--- src/rmc_defs.svh ---
// Constants for the reset, mode and clock select block
`ifndef RMC_DEFS_SVH
`define RMC_DEFS_SVH

// ==========================================================
// Clock rates
`define RMC_SYS_CLK_KHZ 10000
`define RMC_SELF_CLK_KHZ 8000

// ==========================================================
// Reset pin sequence, in self-reset clock cycles
`define RMC_PIN_LOW_TICKS 34
`define RMC_SAMPLE_WAIT_TICKS 38

// ==========================================================
// Debug link and fixed-frequency decision
`define RMC_DBG_BIT_CYCLES 16
`define RMC_FFE_RATIO 4

// ==========================================================
// Reset cause bit positions
`define RMC_CAUSE_POR 7
`define RMC_CAUSE_PIN 6
`define RMC_CAUSE_COP 5
`define RMC_CAUSE_ILOP 4
`define RMC_CAUSE_ILAD 3
`define RMC_CAUSE_DBG 2
`define RMC_CAUSE_LVD 1
`define RMC_CAUSE_RESET_VALUE 8'h80

// ==========================================================
// Clock generator source codes
`define RMC_SRC_CRYSTAL 2'h0
`define RMC_SRC_EXTERNAL 2'h1
`define RMC_SRC_DCO 2'h2

`endif

--- src/rmc_pkg.sv ---
// Types for the reset, mode and clock select block
`default_nettype none
package rmc_pkg;

   typedef enum logic [1:0] {
      RMC_RUN = 2'b00,
      RMC_DRIVE = 2'b01,
      RMC_WAIT = 2'b10,
      RMC_HOLD = 2'b11
   } rmc_state_e;

   typedef struct packed {
      rmc_state_e st;
      logic [5:0] cnt;
      logic [7:0] cause;
      logic [1:0] rstSync;
      logic [1:0] dbgSync;
      logic [13:0] acc;
      logic selfTick;
      logic chipReset;
      logic pinStuck;
      logic rstPinOeN;
      logic bgMode;
      logic [2:0] genCnt;
      logic ffe;
      logic ffTick;
      logic genTick;
      logic busTick;
      logic rtiTick;
      logic [3:0] bitCnt;
      logic dbgBitTick;
      logic dbgPinOut;
      logic dbgPinOeN;
      logic xtalGpio;
      logic xtalOut;
      logic rangeHigh;
      logic useSelf;
   } rmc_state_s;

endpackage
`default_nettype wire

--- src/rmc_reset_mode_clock_select.sv ---
// Reset pin sequencer, mode strap, debug pin and clock source selection
`include "rmc_defs.svh"
`default_nettype none

module rmc_reset_mode_clock_select (
   // Clock and reset
   input wire logic clk_sys,
   input wire logic rst,
   // Reset pin, open-drain
   input wire logic rstPinIn,
   output logic rstPinOut,
   output logic rstPinOeN,
   // Internal reset events, one-cycle pulses
   input wire logic lvdEvent,
   input wire logic copEvent,
   input wire logic ilopEvent,
   input wire logic iladEvent,
   input wire logic dbgRstEvent,
   // Reset status
   output logic chipReset,
   output logic [7:0] resetCauseStatus,
   output logic resetPinStuck,
   output rmc_pkg::rmc_state_e seqState,
   output logic backgroundMode,
   // Shared debug pin
   input wire logic debugPinIn,
   output logic debugPinOut,
   output logic debugPinOeN,
   input wire logic portMode,
   input wire logic portData,
   input wire logic dbgDriveLow,
   input wire logic dbgSpeedup,
   input wire logic dbgClkSelf,
   output logic dbgBitTick,
   // Clock source ticks, same clock domain
   input wire logic crystalTick,
   input wire logic extClkTick,
   input wire logic dcoTick,
   input wire logic refTick,
   // Clock control
   input wire logic [1:0] genSourceSel,
   input wire logic rtiRefSel,
   input wire logic stopRecovery,
   input wire logic stopRecSelfEn,
   input wire logic rangeSelect,
   input wire logic extOscMode,
   input wire logic crystalOutData,
   // Clock results
   output logic clockgenTick,
   output logic busTick,
   output logic fixedFreqSelect,
   output logic fixedFreqTick,
   output logic rtiTick,
   output logic useSelfClock,
   output logic oscRangeHigh,
   output logic crystalOutIsGpio,
   output logic crystalOutPin
);
   import rmc_pkg::*;

   // ==========================================================
   // Reset values
   localparam rmc_state_s RESET_STATE = '{
      st: RMC_DRIVE,
      cnt: 6'h00,
      cause: `RMC_CAUSE_RESET_VALUE,
      rstSync: 2'h0,
      dbgSync: 2'h3,
      acc: 14'h0000,
      selfTick: 1'b0,
      chipReset: 1'b1,
      pinStuck: 1'b0,
      rstPinOeN: 1'b0,
      bgMode: 1'b0,
      genCnt: 3'h0,
      ffe: 1'b0,
      ffTick: 1'b0,
      genTick: 1'b0,
      busTick: 1'b0,
      rtiTick: 1'b0,
      bitCnt: 4'h0,
      dbgBitTick: 1'b0,
      dbgPinOut: 1'b0,
      dbgPinOeN: 1'b1,
      xtalGpio: 1'b0,
      xtalOut: 1'b0,
      rangeHigh: 1'b0,
      useSelf: 1'b1
   };

   localparam logic [13:0] SELF_STEP = 14'(`RMC_SELF_CLK_KHZ);
   localparam logic [13:0] SYS_WRAP = 14'(`RMC_SYS_CLK_KHZ);
   localparam logic [5:0] LOW_LAST = 6'(`RMC_PIN_LOW_TICKS - 1);
   localparam logic [5:0] WAIT_LAST = 6'(`RMC_SAMPLE_WAIT_TICKS - 1);
   localparam logic [3:0] BIT_LAST = 4'(`RMC_DBG_BIT_CYCLES - 1);
   localparam logic [2:0] FFE_LIMIT = 3'(`RMC_FFE_RATIO);

   rmc_state_s q;
   rmc_state_s d;
   logic [7:0] newCause;
   logic anyInternal;
   logic pinLow;
   logic genNow;
   logic dbgTickSrc;

   always_comb begin
      d = q;

      // ==========================================================
      // Pin synchronisers
      d.rstSync = {q.rstSync[0], rstPinIn};
      d.dbgSync = {q.dbgSync[0], debugPinIn};
      pinLow = ~q.rstSync[1];

      // ==========================================================
      // Self-reset clock as a fractional enable, close to 8 MHz
      d.selfTick = 1'b0;
      if (q.acc + SELF_STEP >= SYS_WRAP) begin
         d.acc = q.acc + SELF_STEP - SYS_WRAP;
         d.selfTick = 1'b1;
      end else begin
         d.acc = q.acc + SELF_STEP;
      end

      // ==========================================================
      // Reset sequencer
      newCause = 8'h00;
      newCause[`RMC_CAUSE_LVD] = lvdEvent;
      newCause[`RMC_CAUSE_COP] = copEvent;
      newCause[`RMC_CAUSE_ILOP] = ilopEvent;
      newCause[`RMC_CAUSE_ILAD] = iladEvent;
      newCause[`RMC_CAUSE_DBG] = dbgRstEvent;
      anyInternal = |newCause;
      unique case (q.st)
         RMC_RUN: begin
            if (anyInternal) begin
               d.st = RMC_DRIVE;
               d.cause = newCause;
               d.cnt = 6'h00;
               d.chipReset = 1'b1;
               d.rstPinOeN = 1'b0;
            end else if (pinLow) begin
               d.st = RMC_DRIVE;
               d.cause = 8'h00;
               d.cause[`RMC_CAUSE_PIN] = 1'b1;
               d.cnt = 6'h00;
               d.chipReset = 1'b1;
               d.rstPinOeN = 1'b0;
            end
         end
         RMC_DRIVE: begin
            d.cause = q.cause | newCause;
            if (q.selfTick) begin
               if (q.cnt == LOW_LAST) begin
                  d.st = RMC_WAIT;
                  d.rstPinOeN = 1'b1;
                  d.cnt = 6'h00;
               end else begin
                  d.cnt = q.cnt + 6'h01;
               end
            end
         end
         RMC_WAIT: begin
            d.cause = q.cause | newCause;
            if (q.selfTick) begin
               if (q.cnt == WAIT_LAST) begin
                  // Released pin should read high unless held outside
                  if (pinLow) begin
                     d.st = RMC_HOLD;
                     d.pinStuck = 1'b1;
                     d.cause[`RMC_CAUSE_PIN] = 1'b1;
                  end else begin
                     d.st = RMC_RUN;
                     d.chipReset = 1'b0;
                     d.pinStuck = 1'b0;
                     d.bgMode = ~q.dbgSync[1];
                  end
               end else begin
                  d.cnt = q.cnt + 6'h01;
               end
            end
         end
         RMC_HOLD: begin
            d.cause = q.cause | newCause;
            if (!pinLow) begin
               d.st = RMC_RUN;
               d.chipReset = 1'b0;
               d.pinStuck = 1'b0;
               d.bgMode = ~q.dbgSync[1];
            end
         end
      endcase

      // ==========================================================
      // Shared debug pin
      if (q.chipReset) begin
         // Released so the strap can be read
         d.dbgPinOeN = 1'b1;
         d.dbgPinOut = 1'b0;
      end else if (portMode) begin
         d.dbgPinOeN = 1'b0;
         d.dbgPinOut = portData;
      end else if (dbgDriveLow) begin
         d.dbgPinOeN = 1'b0;
         d.dbgPinOut = 1'b0;
      end else if (dbgSpeedup) begin
         // Driven high for each cycle dbgSpeedup is set, for a fast rising edge
         d.dbgPinOeN = 1'b0;
         d.dbgPinOut = 1'b1;
      end else begin
         d.dbgPinOeN = 1'b1;
         d.dbgPinOut = 1'b0;
      end

      // ==========================================================
      // Clock generator output source
      unique case (genSourceSel)
         `RMC_SRC_CRYSTAL: genNow = crystalTick;
         `RMC_SRC_EXTERNAL: genNow = extClkTick;
         `RMC_SRC_DCO: genNow = dcoTick;
         default: genNow = dcoTick;
      endcase
      d.genTick = genNow;

      // Self clock in reset, and for stop recovery when enabled
      d.useSelf = q.chipReset | (stopRecovery & stopRecSelfEn);
      d.busTick = q.useSelf ? q.selfTick : q.genTick;

      // ==========================================================
      // Fixed-frequency select: count output edges per reference edge
      if (refTick) begin
         d.genCnt = {2'h0, genNow};
         d.ffe = (q.genCnt > FFE_LIMIT);
      end else if (genNow && q.genCnt != 3'h7) begin
         d.genCnt = q.genCnt + 3'h1;
      end
      // Decision only moves on a reference edge and the output is a
      // registered whole pulse, so no partial pulse can appear
      d.ffTick = q.ffe ? refTick : q.busTick;

      d.rtiTick = rtiRefSel ? refTick : q.selfTick;

      // ==========================================================
      // Debug controller clock and bit timing
      dbgTickSrc = dbgClkSelf ? q.selfTick : q.busTick;
      d.dbgBitTick = 1'b0;
      if (q.chipReset) begin
         d.bitCnt = 4'h0;
      end else if (dbgTickSrc) begin
         if (q.bitCnt == BIT_LAST) begin
            d.bitCnt = 4'h0;
            d.dbgBitTick = 1'b1;
         end else begin
            d.bitCnt = q.bitCnt + 4'h1;
         end
      end

      // ==========================================================
      // Oscillator pins
      d.rangeHigh = rangeSelect;
      d.xtalGpio = extOscMode;
      d.xtalOut = extOscMode ? crystalOutData : 1'b0;
   end

   always_ff @(posedge clk_sys or posedge rst) begin
      if (rst) begin
         q <= RESET_STATE;
      end else begin
         q <= d;
      end
   end

   // ==========================================================
   // Outputs, all straight from the state register except rstPinOut, which is tied low
   assign rstPinOut = 1'b0;
   assign rstPinOeN = q.rstPinOeN;
   assign chipReset = q.chipReset;
   assign resetCauseStatus = q.cause;
   assign resetPinStuck = q.pinStuck;
   assign seqState = q.st;
   assign backgroundMode = q.bgMode;
   assign debugPinOut = q.dbgPinOut;
   assign debugPinOeN = q.dbgPinOeN;
   assign dbgBitTick = q.dbgBitTick;
   assign clockgenTick = q.genTick;
   assign busTick = q.busTick;
   assign fixedFreqSelect = q.ffe;
   assign fixedFreqTick = q.ffTick;
   assign rtiTick = q.rtiTick;
   assign useSelfClock = q.useSelf;
   assign oscRangeHigh = q.rangeHigh;
   assign crystalOutIsGpio = q.xtalGpio;
   assign crystalOutPin = q.xtalOut;

endmodule // rmc_reset_mode_clock_select
`default_nettype wire

--- config.mk ---
export PLATFORM = sky130hd
export DESIGN_NAME = rmc_reset_mode_clock_select
export DESIGN_NICKNAME = d
export VERILOG_FILES = /design/src/rmc_pkg.sv /design/src/rmc_reset_mode_clock_select.sv
export VERILOG_INCLUDE_DIRS = /design/src /design/src/src
export SDC_FILE = /design/constraint.sdc
export NUM_CORES = 1
export LEC_CHECK = 0
export BUFFER_PORTS_ARGS = -buffer_cell sky130_fd_sc_hd__buf_2
export CAP_MARGIN = 30
export CELL_PAD_IN_SITES_DETAIL_PLACEMENT = 0
export CELL_PAD_IN_SITES_GLOBAL_PLACEMENT = 2
export CORE_MARGIN = 2
export CORE_UTILIZATION = 32
export CTS_CLUSTER_DIAMETER = 50
export DETAILED_ROUTE_END_ITERATION = 8
export PLACE_DENSITY_LB_ADDON = 0.1
export SLEW_MARGIN = 15
export SYNTH_ARGS = -nofsm -noshare
export SYNTH_HDL_FRONTEND = slang
export SYNTH_SLANG_ARGS = --single-unit
--- constraint.sdc ---
create_clock -name clk_sys -period 2.3 [get_ports clk_sys]
set_clock_uncertainty 0.2 [all_clocks]
set_input_delay 0.69 -clock clk_sys [delete_from_list [all_inputs] [get_ports clk_sys]]
set_output_delay 0.69 -clock clk_sys [all_outputs]
set_load 0.1 [all_outputs]
# After elaboration in Yosys (flattened, before gate mapping)
# Cells that the tools add are included.
[word_totals] register_bits=58 latchBits=0 mem_bits_rw=0 mem_bits_ro=0 inputBits=26 elab_cells=121 n_memories=0
[classes] addsub=5 multipliers=0 div_mod_pow=0 order_cmp=2 n_eq_ne=16 n_shift=0 muxes=52 bitwise_logic=4 reduce_logical=17
[ops] operator="$mux 16" n=2
[ops] operator="$pmux 8 s3" n=1
[ops] operator="$mux 1" n=22
[ops] operator="$mux 2" n=10
[ops] operator="$pmux 6 s3" n=1
[ops] operator="$mux 8" n=2
[ops] operator="$add 14x13->14 const B" n=1
[ops] operator="$ge 14x14->1 const B" n=1
[ops] operator="$mux 14" n=1
[ops] operator="$ne 2x2->1 const B" n=7
[ops] operator="$sub 14x14->14 const B" n=1
[ops] operator="$eq 6x6->1 const B" n=2
[ops] operator="$mux 6" n=2
[ops] operator="$reduce_and 6->1" n=2
[ops] operator="$mux 4" n=2
[ops] operator="$or 8x6->8" n=1
[ops] operator="$pmux 1 s2" n=4
[ops] operator="$pmux 2 s4" n=1
[ops] operator="$reduce_and 4->1" n=2
[ops] operator="$reduce_bool 2->1" n=4
[ops] operator="$add 6x1->6 const B" n=1
[ops] operator="$mux 3" n=2
[ops] operator="$ne 3x3->1 const B" n=2
[ops] operator="$reduce_bool 3->1" n=2
[ops] operator="17 further kinds" n=20

# Logic depth before layout (Yosys ltp)
# Gate-level depths: netlist of run 1.
[logic_depth] ltp_word=5 ltp_mapped=8

# Worst setup path before layout of run 1
# Ideal clock, no wire load.
[synth_path] path_kind="input port to flip-flop" startpoint="input lvdEvent" endpoint="register q[50] in the netlist's numbering" setup_time_ns=0.125 arrival_time_ns=2.066 required_time_ns=1.975 slack_ns=-0.091 stages=5 cell_sequence="or4_1 nor3_2 a2111o_1 nor2_1 mux2_2"
[synth_between] elab_chain_cells=3 elab_cells_between_ends=5
[synth_lines] element="start, declared" line="rmc_reset_mode_clock_select.sv:14" source="input wire logic lvdEvent,"
[synth_lines] element="$reduce_or 5->1 (*)" line="rmc_reset_mode_clock_select.sv:133" source="anyInternal = |newCause;"
[synth_lines] element="$ne 3x3->1 (no line) / $mux 16 (equally long branches)"
[synth_lines] element="$reduce_and 5->1 (no line) / $pmux 6 s3 (equally long branches)"
[synth_lines] element="end signal, assigned" line="rmc_reset_mode_clock_select.sv:267" source="q <= RESET_STATE;"
[synth_lines] element="end signal, assigned" line="rmc_reset_mode_clock_select.sv:269" source="q <= d;"
[synth_lines] element="end, declared" line="rmc_reset_mode_clock_select.sv:98" source="rmc_state_s q;"
# Mark *: on every way between the ends. The rest lies on a longest branch, timed or not.
# A chain may end at the register's enable or synchronous reset.

# Worst setup path after layout of run 1
[layout_path] startpoint="register q[51] in the netlist's numbering" endpoint="register q (netlist bit seqState[1])"
[layout_between] elab_chain_cells=3 elab_cells_between_ends=5
[layout_lines] element="$eq 6x6->1, on equally long branches" line="rmc_reset_mode_clock_select.sv:166, rmc_reset_mode_clock_select.sv:154"
[layout_lines] element="$ne 2x2->1 (no line)"
[layout_lines] element="$reduce_and 6->1 (no line) (*)"
# Marks and branches as above.

==> metrics, run 1 <==
Post-synth EDFFs 0; routed len/inst 13.8 um; slew margin rel. 0.647; top_reg_cell synth dfrtp_1; CP delay by family, top simple AND/OR/NAND/NOR gates; peak supply drop 0.465 mV; Worst Tran Pin Value 0.528 ns; Critical Path End Type register; top-count cell post-synth dfrtp_1; Synth-to-Final Area Change 25.8%; Yosys top cell by area dfrtp_1; most frequent cells after synthesis dfrtp_1, nor2_1, a21oi_1; fmax 447 MHz; M3 GR Usage 0.0341; worst r2r src q[51]; Max Buffers Root-to-Sink 2; Routed Wire Length 6.60 mm; top post-synthesis cells by area dfrtp_1, ha_1, dfstp_2; number of register bits inferred by synthesis 53; crit path max-delay cell type dfrtp_1; GPL Wtd Cong 0.797; Die Height 100 um; Netlist Area Pre-Place 2950 sq um; max-cap viol count 0; share of cells above drive strength 1 0.384; Post-Syn Instances 284; distinct cell type count of the synthesized netlist 60; period utilisation layout 0.972; Clock Sinks 53; Final Instance Area 3710 sq um; Initial Util 0.324; I/O pin count 53; die area 10000 sq um; vias 2298; Seq pwr share 0.308; Placed Area 3550 sq um; Crit. Startpoint q[51]; status complete, no violations; final-layout fill cell count 908; fin util 0.407; Seq/Total Area, Yosys 0.453; critical setup path kind reg2reg; GR Util All Layers 0.140; Logic pwr share 0.547; Pint 1990 uW; Multi-input gate area 1470 sq um; Final min period 2.24 ns; CP Buf/Inv Count 1; DR vias/cell 4.81; syn avg cell area 10.4 sq um; hpwl dp 5.01 mm; pwr dens 1090 nW/um^2; HP Class in2async; GR Util met2 0.212; Lkg Pwr 0.00174 uW; Rows 35; Hold Slack 0.0811 ns; total power 4030 uW; Top Usage Layer GRT met2; setup TNS 0 ns; vias in the first global route 2288; htree depth 2; 1st-iter DRT viols 115; Clock power frac 0.145; final setup fails 0; Antenna Cells 0; Die W 100 um; Critical Path Fanout Max 3; count of final hold-check violations 0; Warnings, synthesis 0; first-pass GRT wire length 11.2 mm; CTS tree yes; clock-pin slew on the worst setup and hold paths 0.11 ns; pin count of the biggest net entering global routing 34; Port Buffers 50; worst path required time 2.33 ns; Initial DRT Pass Iterations 4; Nets 407; met1 Use GR 0.200; Reg area 1340 sq um; switching pwr 2040 uW; Synth top area share 0.390; Critical Path AT 2.27 ns; initial antenna violation count 0; drc violations 0; CTS Buf Count 5; clk_lat worst skew 0.31 ns; Pins Over Slew Limit 0; root buffer cell clkbuf_8; core box area 9110 sq um; setup repair after global routing missed its margin true; DRT antenna net count 0; Critical Path Start Type register; switch share 0.505; ys async rst share 1.00; grt total ovfl 0; critical path, cell by cell inv_1 > ha_1 > nand4bb_1 > o21a_1 > or2_2 > or3_4 > o31ai_2; Worst path max stage delay 0.41 ns
-- state kept, by name, summed over array words and instances, names as in the netlist, 2 cells and up --
signal / flops
d: 2
q: 26
resetCauseStatus: 7
seqState: 2
-- placed cells by master (no fill, tap or decap), types with 8 or more instances in the layout --
cell type,count
buf_2,48
dfrtp_1,46
buf_4,44
nor2_1,28
a21oi_1,17
inv_1,14
o21ai_0,13
nand2_1,13
ha_1,13
nor2b_1,9
mux2i_1,8
-- worst register-to-register path, delay by kind of cell (launching register included) --
family	cells	cell delay, ns
AOI/OAI and AO/OA	2	0.44
buffers and inverters	1	0.08
adders and majority gates	1	0.16
and+or+nand+nor	3	0.88
DFF	1	0.41
-- cells by family (layout without fill, tap and decap cells) --
kind of cell	Yosys count	in the layout	share of synthesized area
XOR/XNOR	11	11	0.0327
flip-flops	53	53	0.453
adder cells (fa/ha/maj)	15	15	0.0636
buffers and inverters	35	117	0.0675
AO/OA/AOI/OAI	68	68	0.171
multiplexers	14	14	0.0501
other	1	2	0.00127
AND/OR/NAND/NOR	87	87	0.161
-- metal layers --
| layer | up-vias | routed length, um |
|---|---|---|
| li1 | 1162 | - |
| met3 | 5 | 292 |
| met2 | 39 | 2950 |
| met1 | 1092 | 3290 |
| met4 | 0 | 60 |
| met5 | - | 0 |
-- power groups by stage --
stage / sequential [uW] / clock [uW] / combinational (uW)
after floorplan: 1730 / 0 / 1220
after global placement: 1260 / 0 / 2140
after detailed placement: 1270 / 0 / 2140
after CTS: 1250 / 621 / 2160
after global routing: 1270 / 658 / 2360
final: 1240 / 585 / 2200
-- repair_timing --
action | 4_1_cts | 5_1_grt
endpoints found under the hold margin | 0 | 0
setup endpoints to repair | 6 | 10
resized for setup | 2 | 7
pin swaps | 0 | 3
setup buffers | 0 | 2
hold buffers | 0 | 0
-- worst paths after layout --
kind                                  to  slack (ns)  depth (start not counted)
min in group clk_sys               q[41]        0.16                          0
hold reg to reg                    q[41]        0.16                          0
hold / removal             crystalOutPin        0.08                          2
setup / recovery             seqState[1]        0.06                          7
max in group asynchronous    debugPinOeN        1.29                          3
setup reg to reg             seqState[1]        0.06                          7
-- layout make-up --
| type | count | area share |
|---|---|---|
| multi-input combinational | 197 | 0.397 |
| sequential | 53 | 0.360 |
| timing repair buffer | 94 | 0.165 |
| tap | 111 | 0.0374 |
| clock buffer | 5 | 0.0185 |
| inverter | 15 | 0.0152 |
| clock inverter | 3 | 0.00776 |
-- through the flow --
step                setup slack (ns)  std cells
floorplan                   -0.00136        285
global placement              -0.149        468
detailed placement            -0.174        468
CTS                           0.0248        476
global route                 -0.0309        478
finish                        0.0637        478
Power figures use the tool's default switching activity.
==> inputs of run 2 (changes only) <==
==> constraint.sdc (replaced) <==
create_clock -name clk_sys -period 1.9 [get_ports clk_sys]
set_clock_uncertainty 0.2 [all_clocks]
set_input_delay 0.57 -clock clk_sys [delete_from_list [all_inputs] [get_ports clk_sys]]
set_output_delay 0.57 -clock clk_sys [all_outputs]
set_load 0.1 [all_outputs]
==> run 2 against run 1 <==
The run now ends with negative setup slack left. Wire length increased by 19%. Clock power is 20% higher. Total power rose by 51%. Die area is the same. Combinational power increased by 73%. Final cell count increased by 12%. Count of clock-buffer cells in the layout did not move.
==> metrics, run 2 (same netlist as run 1, synthesis figures left out) <==
Pins Over Slew Limit 0 (unchanged); Nets 466 (was 407); Die Height 100 um (unchanged); DR vias/cell 4.78 (was 4.81); Top reg by flops q (unchanged); Synth-to-Final Area Change 64.8% (was 25.8%); HP Class in2async (unchanged); setup repair after global routing missed its margin true (unchanged); Top Metal Used met4 (unchanged); fmax 449 MHz (was 447 MHz); hpwl dp 5.31 mm (was 5.01 mm); 1st-iter DRT viols 64 (was 115); Initial Util 0.324 (unchanged); setup TNS -5.35 ns (was 0 ns); clock-pin slew on the worst setup and hold paths 0.11 ns (about the same); Post-Place Cells 504 (was 468); Critical Path Fanout Max 5 (was 3); max reg flops 26 (unchanged); Final Instance Count excl. Fillers 537 (was 478); R2R Setup Slk -0.33 ns (was 0.06 ns); critical path, cell by cell ha_4 > or4_4 > nor2_4 > o221a_4 > buf_4 > o31ai_2 > xor2_1 (was inv_1 > ha_1 > nand4bb_1 > o21a_1 > or2_2 > or3_4 > o31ai_2); CTS tree yes (unchanged); Worst path max stage delay 0.47 ns (was 0.41 ns); Critical Path Start Type register (unchanged); most frequent cells in the layout buf_4, dfrtp_1, buf_2 (was buf_2, dfrtp_1, buf_4); routed len/inst 14.6 um (was 13.8 um); core box area 9110 sq um (unchanged); final worst setup slack -0.327 ns (was 0.0637 ns); CTS Buf Count 5 (unchanged); Rows 35 (unchanged); status finished with violations (was complete, no violations); drc violations 0 (unchanged); Antenna Cells 0 (unchanged); die area 10000 sq um (unchanged); Lkg Pwr 0.00218 uW (was 0.00174 uW); Routed Wire Length 7.85 mm (was 6.60 mm); grt total ovfl 0 (unchanged); CP Buf/Inv Count 1 (unchanged); period utilisation layout 1.17 (was 0.972); share of cells above drive strength 1 0.589 (was 0.384); vias 2567 (was 2298); total power 6070 uW (was 4030 uW); violated checks negative setup slack; Max Buffers Root-to-Sink 2 (unchanged); peak supply drop 0.638 mV (was 0.465 mV); fin util 0.534 (was 0.407); Critical Path AT 2.23 ns (was 2.27 ns); max-cap viol count 0 (unchanged); Hold Buf Count CTS 0 (unchanged); final setup fails 29 (was 0); GPL Wtd Cong 0.782 (was 0.797); GR Util All Layers 0.162 (was 0.140); Critical Path End Type register (unchanged); pin count of the biggest net entering global routing 20 (was 34); first-pass GRT wire length 12.9 mm (was 11.2 mm); count of final hold-check violations 0 (unchanged); met2 WL 3.88 mm (was 2.95 mm); initial antenna violation count 0 (unchanged); Die W 100 um (unchanged); Initial DRT Pass Iterations 3 (was 4); critical setup path kind reg2reg (unchanged); DRT antenna net count 0 (unchanged); most common cell after layout, fill and taps aside buf_4 (was buf_2); WL met3 247 um (was 292 um); htree depth 2 (unchanged); Port Buffers 50 (unchanged); worst path required time 1.90 ns (was 2.33 ns); I/O pin count 53 (unchanged); crit path max-delay cell type or4_4 (was dfrtp_1); Final min period 2.23 ns (was 2.24 ns); Clock Sinks 53 (unchanged); root buffer cell clkbuf_8 (unchanged); CP delay by family, top simple AND/OR/NAND/NOR gates (unchanged); met1 wire length 3.70 mm (was 3.29 mm); pwr dens 1250 nW/um^2 (was 1090 nW/um^2); clk_lat worst skew 0.32 ns (was 0.31 ns); vias in the first global route 2642 (was 2288)
[run 2: changes by cell type in the layout (fill, tap and decap cells not counted), moves of 6 or more]
cell	previous run	this run
buf_4	44	83
clkbuf_4	0	6
a21oi_2	0	7
nor2_1	28	21
buf_12	2	12
buf_2	48	28
nor2_4	0	6
buf_6	0	22
o21ai_0	13	2
o21ai_1	1	7
a21oi_1	17	9
[run 2: cell type report]
type / count / area (sq um)
clock buffer: 5 / 68.8
multi-input combinational: 199 / 1930
sequential: 53 / 1340
fill: 806 / 4250
timing repair buffer: 151 / 1300
tap: 111 / 139
inverter: 15 / 62.6
clock inverter: 3 / 28.8
[run 2: where the power goes]
| part | switching [uW] | total, uW | internal, uW |
|---|---|---|---|
| Clock | 427 | 704 | 277 |
| Sequential | 186 | 1560 | 1370 |
| Combinational | 2250 | 3810 | 1560 |
| Total | 2860 | 6070 | 3210 |
[run 2: metal layers]
metal / track usage / vias up
li1: - / 1282
met1: 0.216 / 1250
met2: 0.272 / 33
met3: 0.0320 / 2
met4: 0.0379 / 0
met5: 0 / -
[run 2: worst paths after layout]
path                            start     endpoint  depth (start not counted)
max reg2reg                     q[30]        q[30]                          7
max                             q[30]        q[30]                          7
max in group asynchronous         rst  debugPinOeN                          3
min reg2reg                     d[39]        q[39]                          0
min                               rst        q[41]                          2
min in group clk_sys       debugPinIn        d[39]                          1
[run 2: stage by stage]
| stage | cell area [sq um] | hold WS, ns | setup slack [ns] |
|---|---|---|---|
| finish | 4860 | 0.0698 | -0.327 |
| CTS | 4590 | 0.0751 | -0.304 |
| floorplan | 3040 | 0.131 | -0.398 |
| global route | 4860 | 0.0822 | -0.382 |
| global placement | 4020 | 0.148 | -0.458 |
| detailed placement | 4020 | 0.149 | -0.477 |
[run 2: repair_timing]
action | 4_1_cts | 5_1_grt
gates resized for setup | 70 | 53
buffers inserted | 16 | 10
pin swaps | 34 | 33
endpoints found under the setup margin | 35 | 38
gates cloned | 2 | 0
